[src/logic/lbr_defines.vh]
// Constants shared by the loop board response reporter files.
// Assumes inclusion by bare name from the reporter and timeslot check design files of the block.
`ifndef LBR_DEFINES_VH
`define LBR_DEFINES_VH

// Message kinds presented on the request port.
`define LBR_K_STORE     5'h00
`define LBR_K_PENERGY   5'h01
`define LBR_K_DENERGY   5'h02
`define LBR_K_POLNORM   5'h03
`define LBR_K_POLREV    5'h04
`define LBR_K_RING      5'h05
`define LBR_K_FLASH     5'h06
`define LBR_K_OFFHOOK   5'h07
`define LBR_K_ONHOOK    5'h08
`define LBR_K_PDIGIT    5'h09
`define LBR_K_DDIGIT    5'h0A
`define LBR_K_WAITING   5'h0B
`define LBR_K_CNUMBER   5'h0C
`define LBR_K_CNAME     5'h0D
`define LBR_K_TDONE     5'h0E
`define LBR_K_GDONE     5'h0F
`define LBR_K_CONNECT   5'h10
`define LBR_K_HOLD      5'h11
`define LBR_K_DISCON    5'h12
`define LBR_K_LISTEN    5'h13
`define LBR_K_AUDIO     5'h14
`define LBR_K_XMIT      5'h15
`define LBR_K_PRESET    5'h16
`define LBR_K_LOCATION  5'h17
`define LBR_K_OUTQUERY  5'h18
`define LBR_K_VERSION   5'h19
`define LBR_K_UNDEF     5'h1A
`define LBR_K_CLKFAULT  5'h1B

// Message characters.
`define LBR_CH_ZERO     8'h30
`define LBR_CH_B        8'h42
`define LBR_CH_C        8'h43
`define LBR_CH_D        8'h44
`define LBR_CH_E        8'h45
`define LBR_CH_F        8'h46
`define LBR_CH_H        8'h48
`define LBR_CH_I        8'h49
`define LBR_CH_L        8'h4C
`define LBR_CH_M        8'h4D
`define LBR_CH_N        8'h4E
`define LBR_CH_O        8'h4F
`define LBR_CH_P        8'h50
`define LBR_CH_Q        8'h51
`define LBR_CH_R        8'h52
`define LBR_CH_S        8'h53
`define LBR_CH_T        8'h54
`define LBR_CH_U        8'h55
`define LBR_CH_V        8'h56
`define LBR_CH_W        8'h57
`define LBR_CH_X        8'h58
`define LBR_CH_LN       8'h6E
`define LBR_CH_LR       8'h72

// Clock fault mask: bus clock A, bus clock B, master PLL, frame boundary.
`define LBR_CLK_MASK    8'h33

// Switching bus geometry.
`define LBR_BUS_STREAMS 32
`define LBR_BUS_SLOTS   128
`define LBR_BUS_KHZ     8192

`endif

[src/logic/lbr_hex_conv.v]
// Turns a row of nibbles into upper-case hexadecimal ASCII characters.
// Purely combinational; nibble k appears as character k.
`timescale 1ns/1ps
module lbr_hex_conv #(
    parameter N = 18
) (
    input  wire [4*N-1:0] i_nib,
    output wire [8*N-1:0] o_chr
);
    genvar g;
    generate
        for (g = 0; g < N; g = g + 1) begin : g_nib
            wire [3:0] nib;
            assign nib = i_nib[4*g +: 4];
            assign o_chr[8*g +: 8] = (nib < 4'hA) ? ({4'h0, nib} + 8'h30)
                                                  : ({4'h0, nib} + 8'h37);
        end
    endgenerate
endmodule

[src/logic/lbr_reporter.v]
// Response reporter: formats board events and replies into text messages.
// Assumes one requester on the same clock that presents events in the order they
// occurred, and a host-side reader that drains characters with valid and ready.
`timescale 1ns/1ps
`include "lbr_defines.vh"

module lbr_reporter #(
    parameter BUF_CHARS = 16
) (
    input  wire        i_clk,
    input  wire        i_rst,
    input  wire        i_req_valid,
    input  wire [4:0]  i_req_kind,
    input  wire [7:0]  i_req_port,
    input  wire [31:0] i_req_arg,
    input  wire [31:0] i_req_aux,
    output wire        o_req_ready,
    input  wire        i_txt_valid,
    input  wire [7:0]  i_txt_char,
    input  wire        i_txt_last,
    output wire        o_txt_ready,
    output reg         o_msg_valid,
    output reg  [7:0]  o_msg_char,
    output reg         o_msg_last,
    input  wire        i_msg_ready,
    input  wire        i_ts_check,
    input  wire [15:0] i_ts_addr,
    output wire        o_ts_done,
    output wire        o_ts_ok,
    output wire [4:0]  o_ts_stream,
    output wire [6:0]  o_ts_slot
);
    localparam BW = 8 * BUF_CHARS;

    localparam [2:0] ST_IDLE = 3'b001;
    localparam [2:0] ST_EMIT = 3'b010;
    localparam [2:0] ST_TEXT = 3'b100;

    reg  [2:0]    state;
    reg  [BW-1:0] msg_buf;
    reg  [4:0]    cnt;
    reg  [4:0]    next_len;
    reg           has_text;
    reg           next_text;
    reg  [BW-1:0] next_buf;
    wire [71:0]   conv_in;
    wire [143:0]  hc;
    wire [31:0]   conv_arg;
    wire [7:0]    p_hi;
    wire [7:0]    p_lo;
    wire          can_load;
    wire          take_req;

    // Result digits are ASCII 0 or 1.
    function [7:0] dig;
        input b;
        begin
            dig = `LBR_CH_ZERO | {7'h00, b};
        end
    endfunction

    // Bits for the absent legacy buses are forced to zero in the fault mask.
    assign conv_arg = (i_req_kind == `LBR_K_CLKFAULT) ?
                      {i_req_arg[31:8], i_req_arg[7:0] & `LBR_CLK_MASK} :
                      i_req_arg;
    assign conv_in  = {i_req_aux, conv_arg, i_req_port};

    lbr_hex_conv #(
        .N (18)
    ) u_hex (
        .i_nib (conv_in),
        .o_chr (hc)
    );

    lbr_ts_check #(
        .STREAMS (`LBR_BUS_STREAMS),
        .SLOTS   (`LBR_BUS_SLOTS)
    ) u_ts (
        .i_clk       (i_clk),
        .i_rst       (i_rst),
        .i_ts_check  (i_ts_check),
        .i_ts_addr   (i_ts_addr),
        .o_ts_done   (o_ts_done),
        .o_ts_ok     (o_ts_ok),
        .o_ts_stream (o_ts_stream),
        .o_ts_slot   (o_ts_slot)
    );

    assign p_lo = hc[7:0];
    assign p_hi = hc[15:8];

    wire [7:0] an [0:7];
    wire [7:0] xn [0:7];
    genvar g;
    generate
        for (g = 0; g < 8; g = g + 1) begin : g_chars
            assign an[g] = hc[8*(g+2) +: 8];
            assign xn[g] = hc[8*(g+10) +: 8];
        end
    endgenerate

    // One request at a time keeps messages in arrival order with nothing dropped.
    assign o_req_ready = (state == ST_IDLE);
    assign take_req    = i_req_valid && o_req_ready;
    assign can_load    = !o_msg_valid || i_msg_ready;
    assign o_txt_ready = (state == ST_TEXT) && can_load;

    always @* begin
        next_buf  = {BW{1'b0}};
        next_len  = 5'h00;
        next_text = 1'b0;
        case (i_req_kind)
            `LBR_K_STORE: begin
                next_buf[BW-1 -: 24] = {`LBR_CH_S, `LBR_CH_M, dig(i_req_arg[0])};
                next_len = 5'h03;
            end
            `LBR_K_PENERGY: begin
                next_buf[BW-1 -: 40] = {`LBR_CH_S, `LBR_CH_P, p_hi, p_lo,
                                        dig(i_req_arg[0])};
                next_len = 5'h05;
            end
            `LBR_K_DENERGY: begin
                next_buf[BW-1 -: 48] = {`LBR_CH_S, `LBR_CH_P, `LBR_CH_X, p_hi, p_lo,
                                        an[0]};
                next_len = 5'h06;
            end
            `LBR_K_POLNORM: begin
                next_buf[BW-1 -: 32] = {`LBR_CH_S, `LBR_CH_LN, p_hi, p_lo};
                next_len = 5'h04;
            end
            `LBR_K_POLREV: begin
                next_buf[BW-1 -: 32] = {`LBR_CH_S, `LBR_CH_LR, p_hi, p_lo};
                next_len = 5'h04;
            end
            `LBR_K_RING: begin
                next_buf[BW-1 -: 32] = {`LBR_CH_S, `LBR_CH_R, p_hi, p_lo};
                next_len = 5'h04;
            end
            `LBR_K_FLASH: begin
                next_buf[BW-1 -: 32] = {`LBR_CH_S, `LBR_CH_Q, p_hi, p_lo};
                next_len = 5'h04;
            end
            `LBR_K_OFFHOOK: begin
                next_buf[BW-1 -: 32] = {`LBR_CH_S, `LBR_CH_F, p_hi, p_lo};
                next_len = 5'h04;
            end
            `LBR_K_ONHOOK: begin
                next_buf[BW-1 -: 32] = {`LBR_CH_S, `LBR_CH_N, p_hi, p_lo};
                next_len = 5'h04;
            end
            `LBR_K_PDIGIT: begin
                next_buf[BW-1 -: 40] = {`LBR_CH_S, `LBR_CH_T, p_hi, p_lo,
                                        i_req_arg[7:0]};
                next_len = 5'h05;
            end
            `LBR_K_DDIGIT: begin
                next_buf[BW-1 -: 48] = {`LBR_CH_S, `LBR_CH_T, `LBR_CH_X, p_hi, p_lo,
                                        i_req_arg[7:0]};
                next_len = 5'h06;
            end
            `LBR_K_WAITING: begin
                next_buf[BW-1 -: 32] = {`LBR_CH_S, `LBR_CH_W, p_hi, p_lo};
                next_len = 5'h04;
            end
            `LBR_K_CNUMBER: begin
                next_buf[BW-1 -: 32] = {`LBR_CH_D, `LBR_CH_D, p_hi, p_lo};
                next_len  = 5'h04;
                next_text = 1'b1;
            end
            `LBR_K_CNAME: begin
                next_buf[BW-1 -: 32] = {`LBR_CH_D, `LBR_CH_N, p_hi, p_lo};
                next_len  = 5'h04;
                next_text = 1'b1;
            end
            `LBR_K_TDONE: begin
                next_buf[BW-1 -: 32] = {`LBR_CH_S, `LBR_CH_E, p_hi, p_lo};
                next_len = 5'h04;
            end
            `LBR_K_GDONE: begin
                next_buf[BW-1 -: 40] = {`LBR_CH_S, `LBR_CH_E, `LBR_CH_X, p_hi, p_lo};
                next_len = 5'h05;
            end
            `LBR_K_CONNECT: begin
                // Bit 0 of the argument reports that the port is already in use.
                next_buf[BW-1 -: 32] = {`LBR_CH_S, i_req_arg[0] ? `LBR_CH_B : `LBR_CH_C,
                                        p_hi, p_lo};
                next_len = 5'h04;
            end
            `LBR_K_HOLD: begin
                next_buf[BW-1 -: 32] = {`LBR_CH_S, `LBR_CH_H, p_hi, p_lo};
                next_len = 5'h04;
            end
            `LBR_K_DISCON: begin
                next_buf[BW-1 -: 32] = {`LBR_CH_S, `LBR_CH_I, p_hi, p_lo};
                next_len = 5'h04;
            end
            `LBR_K_LISTEN: begin
                next_buf[BW-1 -: 32] = {`LBR_CH_S, `LBR_CH_L, p_hi, p_lo};
                next_len = 5'h04;
            end
            `LBR_K_AUDIO: begin
                next_buf[BW-1 -: 32] = {`LBR_CH_S, `LBR_CH_M, p_hi, p_lo};
                next_len = 5'h04;
            end
            `LBR_K_XMIT: begin
                next_buf[BW-1 -: 32] = {`LBR_CH_S, `LBR_CH_X, p_hi, p_lo};
                next_len = 5'h04;
            end
            `LBR_K_PRESET: begin
                next_buf[BW-1 -: 32] = {`LBR_CH_R, `LBR_CH_P, p_hi, p_lo};
                next_len = 5'h04;
            end
            `LBR_K_LOCATION: begin
                next_buf[BW-1 -: 48] = {`LBR_CH_Q, `LBR_CH_L, p_hi, p_lo,
                                        an[1], an[0]};
                next_len = 5'h06;
            end
            `LBR_K_OUTQUERY: begin
                next_buf[BW-1 -: 64] = {`LBR_CH_Q, `LBR_CH_O, an[4], an[3], an[2],
                                        an[1], an[0], i_req_arg[27:20]};
                next_len = 5'h08;
                if (i_req_arg[31]) begin
                    next_buf[BW-65 -: 40] = {xn[4], xn[3], xn[2], xn[1], xn[0]};
                    next_len = 5'h0D;
                end
            end
            `LBR_K_VERSION: begin
                next_buf[BW-1 -: 96] = {`LBR_CH_V, `LBR_CH_C, an[3], an[2], an[1], an[0],
                                        an[7], an[6], an[5], an[4],
                                        i_req_aux[15:8], i_req_aux[7:0]};
                next_len = 5'h0C;
            end
            `LBR_K_CLKFAULT: begin
                next_buf[BW-1 -: 32] = {`LBR_CH_E, `LBR_CH_C, an[1], an[0]};
                next_len = 5'h04;
            end
            `LBR_K_UNDEF: begin
                next_buf[BW-1 -: 8] = `LBR_CH_U;
                next_len  = 5'h01;
                next_text = 1'b1;
            end
            default: begin
                // An unknown kind still yields a bare error marker so nothing vanishes.
                next_buf[BW-1 -: 8] = `LBR_CH_U;
                next_len = 5'h01;
            end
        endcase
    end

    always @(posedge i_clk) begin
        if (i_rst) begin
            state       <= ST_IDLE;
            msg_buf     <= {BW{1'b0}};
            cnt         <= 5'h00;
            has_text    <= 1'b0;
            o_msg_valid <= 1'b0;
            o_msg_char  <= 8'h00;
            o_msg_last  <= 1'b0;
        end else begin
            // A drained register drops its last flag too, so last never stands alone.
            if (can_load) begin
                o_msg_valid <= 1'b0;
                o_msg_last  <= 1'b0;
            end
            case (state)
                ST_IDLE: begin
                    if (take_req) begin
                        msg_buf  <= next_buf;
                        cnt      <= next_len;
                        has_text <= next_text;
                        state    <= ST_EMIT;
                    end
                end
                ST_EMIT: begin
                    if (can_load) begin
                        o_msg_valid <= 1'b1;
                        o_msg_char  <= msg_buf[BW-1 -: 8];
                        o_msg_last  <= (cnt == 5'h01) && !has_text;
                        msg_buf     <= {msg_buf[BW-9:0], 8'h00};
                        cnt         <= cnt - 5'h01;
                        if (cnt == 5'h01) begin
                            state <= has_text ? ST_TEXT : ST_IDLE;
                        end
                    end
                end
                ST_TEXT: begin
                    // Caller data and the echoed command pass through one character at a time.
                    if (can_load && i_txt_valid) begin
                        o_msg_valid <= 1'b1;
                        o_msg_char  <= i_txt_char;
                        o_msg_last  <= i_txt_last;
                        if (i_txt_last) begin
                            state <= ST_IDLE;
                        end
                    end
                end
                default: begin
                    state <= ST_IDLE;
                end
            endcase
        end
    end
endmodule

[src/logic/lbr_ts_check.v]
// Checks a four-digit bus timeslot address and splits it into stream and slot.
// Assumes the address comes from logic on the same clock.
`timescale 1ns/1ps
`include "lbr_defines.vh"
module lbr_ts_check #(
    parameter STREAMS = `LBR_BUS_STREAMS,
    parameter SLOTS   = `LBR_BUS_SLOTS
) (
    input  wire        i_clk,
    input  wire        i_rst,
    input  wire        i_ts_check,
    input  wire [15:0] i_ts_addr,
    output reg         o_ts_done,
    output reg         o_ts_ok,
    output reg  [4:0]  o_ts_stream,
    output reg  [6:0]  o_ts_slot
);
    wire in_range;
    // Upper two digits pick the stream, lower two the slot in it.
    assign in_range = ({24'h0, i_ts_addr[15:8]} < STREAMS) &&
                      ({24'h0, i_ts_addr[7:0]} < SLOTS);

    always @(posedge i_clk) begin
        if (i_rst) begin
            o_ts_done   <= 1'b0;
            o_ts_ok     <= 1'b0;
            o_ts_stream <= 5'h00;
            o_ts_slot   <= 7'h00;
        end else begin
            o_ts_done <= i_ts_check;
            if (i_ts_check) begin
                o_ts_ok     <= in_range;
                // Every stream and slot of the bus is reachable.
                o_ts_stream <= i_ts_addr[12:8];
                o_ts_slot   <= i_ts_addr[6:0];
            end
        end
    end
endmodule
[config.mk]
export PLATFORM = sky130hd
export DESIGN_NAME = lbr_reporter
export DESIGN_NICKNAME = d
export VERILOG_FILES = /design/src/logic/lbr_hex_conv.v /design/src/logic/lbr_reporter.v /design/src/logic/lbr_ts_check.v
export VERILOG_INCLUDE_DIRS = /design/src /design/src/logic
export SDC_FILE = /design/constraint.sdc
export NUM_CORES = 1
export LEC_CHECK = 0
export ABC_AREA = 1
export BUFFER_PORTS_ARGS = -buffer_cell sky130_fd_sc_hd__buf_2
export CAP_MARGIN = 20
export CELL_PAD_IN_SITES_DETAIL_PLACEMENT = 1
export CELL_PAD_IN_SITES_GLOBAL_PLACEMENT = 1
export CORE_AREA = 2 2 184 186
export DETAILED_ROUTE_END_ITERATION = 16
export DIE_AREA = 0 0 186 188
export GPL_ROUTABILITY_DRIVEN = 1
export GPL_TIMING_DRIVEN = 0
export PLACE_DENSITY_LB_ADDON = 0.1
export SLEW_MARGIN = 20
export SYNTH_ARGS = -nofsm -noshare
export SYNTH_HDL_FRONTEND = slang
export SYNTH_HIERARCHICAL = 1
export SYNTH_SLANG_ARGS = --single-unit
[constraint.sdc]
create_clock -name i_clk -period 4.71 [get_ports i_clk]
set_input_delay 0.7065 -clock i_clk [delete_from_list [all_inputs] [get_ports i_clk]]
set_output_delay 0.7065 -clock i_clk [all_outputs]
set_load 0.03 [all_outputs]
==> results.json <==
{
  "rows": 67,
  "cts.path.max_buffers": 2,
  "cts_resized": 0,
  "layout.nets": 1791,
  "critPathCaptureType": "output pin",
  "hold_depth": 2,
  "die_w_um": 186,
  "wirelength_um": 37600,
  "n_fill_cell": 4388,
  "outcome": "complete, no violations",
  "start_util_pct": 28.6,
  "cp.required_ns": 4.00,
  "reg2reg_depth": 8,
  "drtAntennaViolNets": 0,
  "ff2ff_setup_slack_ns": 2.16,
  "clk_pin_slew_ns": 0.07,
  "fin_crit_ns": 2.88,
  "gp_congestion": 0.924,
  "crit_path_max_incr_delay_ns": 0.37,
  "whs_ns": 0.462,
  "hpwl_um": 29900,
  "rsz0062_at_grt": "false",
  "worstReg2RegEnd": "msg_buf[122]$_SDFFE_PP0P_",
  "worstSetupStartpointType": "flop",
  "wl_per_cell_um": 17.7,
  "p_per_area_nw_per_um2": 351,
  "peakVddDrop_mv": 0.203,
  "finalClockSkew_ns": 0.0129,
  "ios": 134,
  "holdPathEnd": "msg_buf[127]$_SDFFE_PP0P_",
  "avgSynthCellArea_sq_um": 6.25,
  "via_per_inst": 4.99,
  "post-cts-setup-buffers": 0,
  "drive_gt1_share_pct": 15.2,
  "syn_area_sq_um": 9470,
  "worstReg2RegStart": "state[1]$_SDFFE_PP0P_",
  "stdcell_count": 2127,
  "track_usage_pct": 21.7,
  "crit_type": "reg -> out",
  "grt_pass1_wl_um": 59000,
  "cts-root-buf": "clkbuf_16",
  "hold_viol_final": 0,
  "fin_crit_sh_pct": 61.0,
  "hold_buffers": 0,
  "coreArea_sq_um": 33100,
  "synth_warnings": 6,
  "fp.dieArea_sq_um": 35000,
  "drc_errors": 0,
  "clock_latency_ns": 0.43,
  "stdcell_area_sq_um": 11200,
  "placed_area_sq_um": 10700,
  "area_delta_synth_final_pct": 18.5,
  "cts_tree": "done",
  "cts_sinks": 137,
  "netlist_instances": 1514,
  "finalMaxSlewViolations": 0,
  "arrival_ns": 2.17,
  "portBuffers": 119,
  "n_antenna_cell": 0,
  "dp.cells": 2095,
  "dr.pass1.iters": 5,
  "antenna_found_initial": 0,
  "grt_pass1_vias": 10700,
  "crit_slowest_cell": "clkbuf_1",
  "cp_num_buf_inv": 4,
  "relSlewSlack_pct": 47.0,
  "power_mw": 3.93,
  "fin_tns_setup_ns": 0,
  "max_cap_violations": 0,
  "crit_fanout": 10,
  "power_leakage_nw": 5.27,
  "crit_chain": "inv_1 -> nor3_1 -> clkbuf_1 -> clkinv_1 -> nor2_1 -> buf_2",
  "htree_num_levels": 4,
  "cts-buffers-inserted": 17,
  "fin_ws_ns": 1.83,
  "grt_overflow": 0,
  "tightestPinTransition_ns": 0.795,
  "setup_viol": 0,
  "dp_slack_ns": 1.63,
  "hold_start": "msg_buf[127]$_SDFFE_PP0P_",
  "fin_util_pct": 33.9,
  "via_count": 10600,
  "hp-class": "reg -> reg",
  "grt_max_degree": 17,
  "fmax_ghz": 0.348,
  "crit_family": "buffers and inverters",
  "drt_iter0_drc": 516,
  "die_h_um": 188
}
==> layer usage <==
layer / GRT usage [%] / routed length, um / up-vias
met5: 0 / 0 / -
li1: - / - / 5347
met3: 2.62 / 1390 / 29
met1: 30.3 / 18400 / 5020
met2: 35.3 / 17200 / 218
met4: 5.33 / 665 / 0
==> cell usage in the layout (no fill, tap or decap), types with 4 or more instances in the layout <==
cell type / n
nand2_1: 365
a21oi_1: 201
inv_1: 166
o21ai_0: 148
buf_2: 147
dfxtp_1: 137
nor2_1: 101
nand3_1: 64
clkbuf_1: 41
a22o_1: 34
o21ai_1: 25
nand4_1: 22
buf_4: 20
o22ai_1: 19
nor2_2: 17
ha_1: 17
clkbuf_16: 17
nand3b_1: 16
o21ai_2: 15
conb_1: 15
a31oi_1: 12
nor3_1: 9
buf_6: 7
o211ai_1: 6
inv_2: 5
clkinvlp_4: 5
inv_6: 5
nor2_4: 4
buf_1: 4
o221ai_1: 4
==> state kept, by name, indices dropped and copies added, names as in the netlist <==
register	count
u_ts/o_ts_stream	5
o_msg_last	1
u_ts/o_ts_done	1
cnt	5
o_msg_valid	1
o_msg_char	8
u_ts/o_ts_slot	7
has_text	1
u_ts/o_ts_ok	1
msg_buf	104
state	3
==> report_power, final <==
group	leakage [nW]	switching [mW]	internal [mW]
clock network	0.250	0.595	0.687
registers	1.13	0.127	1.37
logic	3.89	0.793	0.367
==> area by class of cell <==
| class | instances | area, sq um | area share, % |
|---|---|---|---|
| Buffer | 98 | 531 | 4.73 |
| Clock buffer | 19 | 433 | 3.86 |
| Clock inverter | 13 | 110 | 0.981 |
| Inverter | 172 | 646 | 5.75 |
| Multi-Input combinational cell | 1121 | 5600 | 49.9 |
| Sequential cell | 137 | 2740 | 24.4 |
| Tap cell | 448 | 561 | 5.00 |
| Timing Repair Buffer | 119 | 596 | 5.31 |
==> worst max-delay path by stage <==
stage	start	to	slack, ns	cells past startpoint
floorplan	i_req_kind[2]	msg_buf[105]$_SDFFE_PP0P_	2.27	19
global placement	i_req_kind[3]	msg_buf[105]$_SDFFE_PP0P_	1.60	20
detailed placement	i_req_kind[3]	msg_buf[105]$_SDFFE_PP0P_	1.63	20
CTS	state[2]$_SDFFE_PP0P_	o_txt_ready	1.78	6
global route	state[2]$_SDFFE_PP0P_	o_txt_ready	1.59	6
finish	state[2]$_SDFFE_PP0P_	o_txt_ready	1.83	6
==> worst min-delay path, cell delays in order, from the launching register on <==
cell and delay [ns]:
dfxtp_1 0.31, nand2_1 0.06, a21oi_1 0.05
Power figures use the tool's default switching activity.
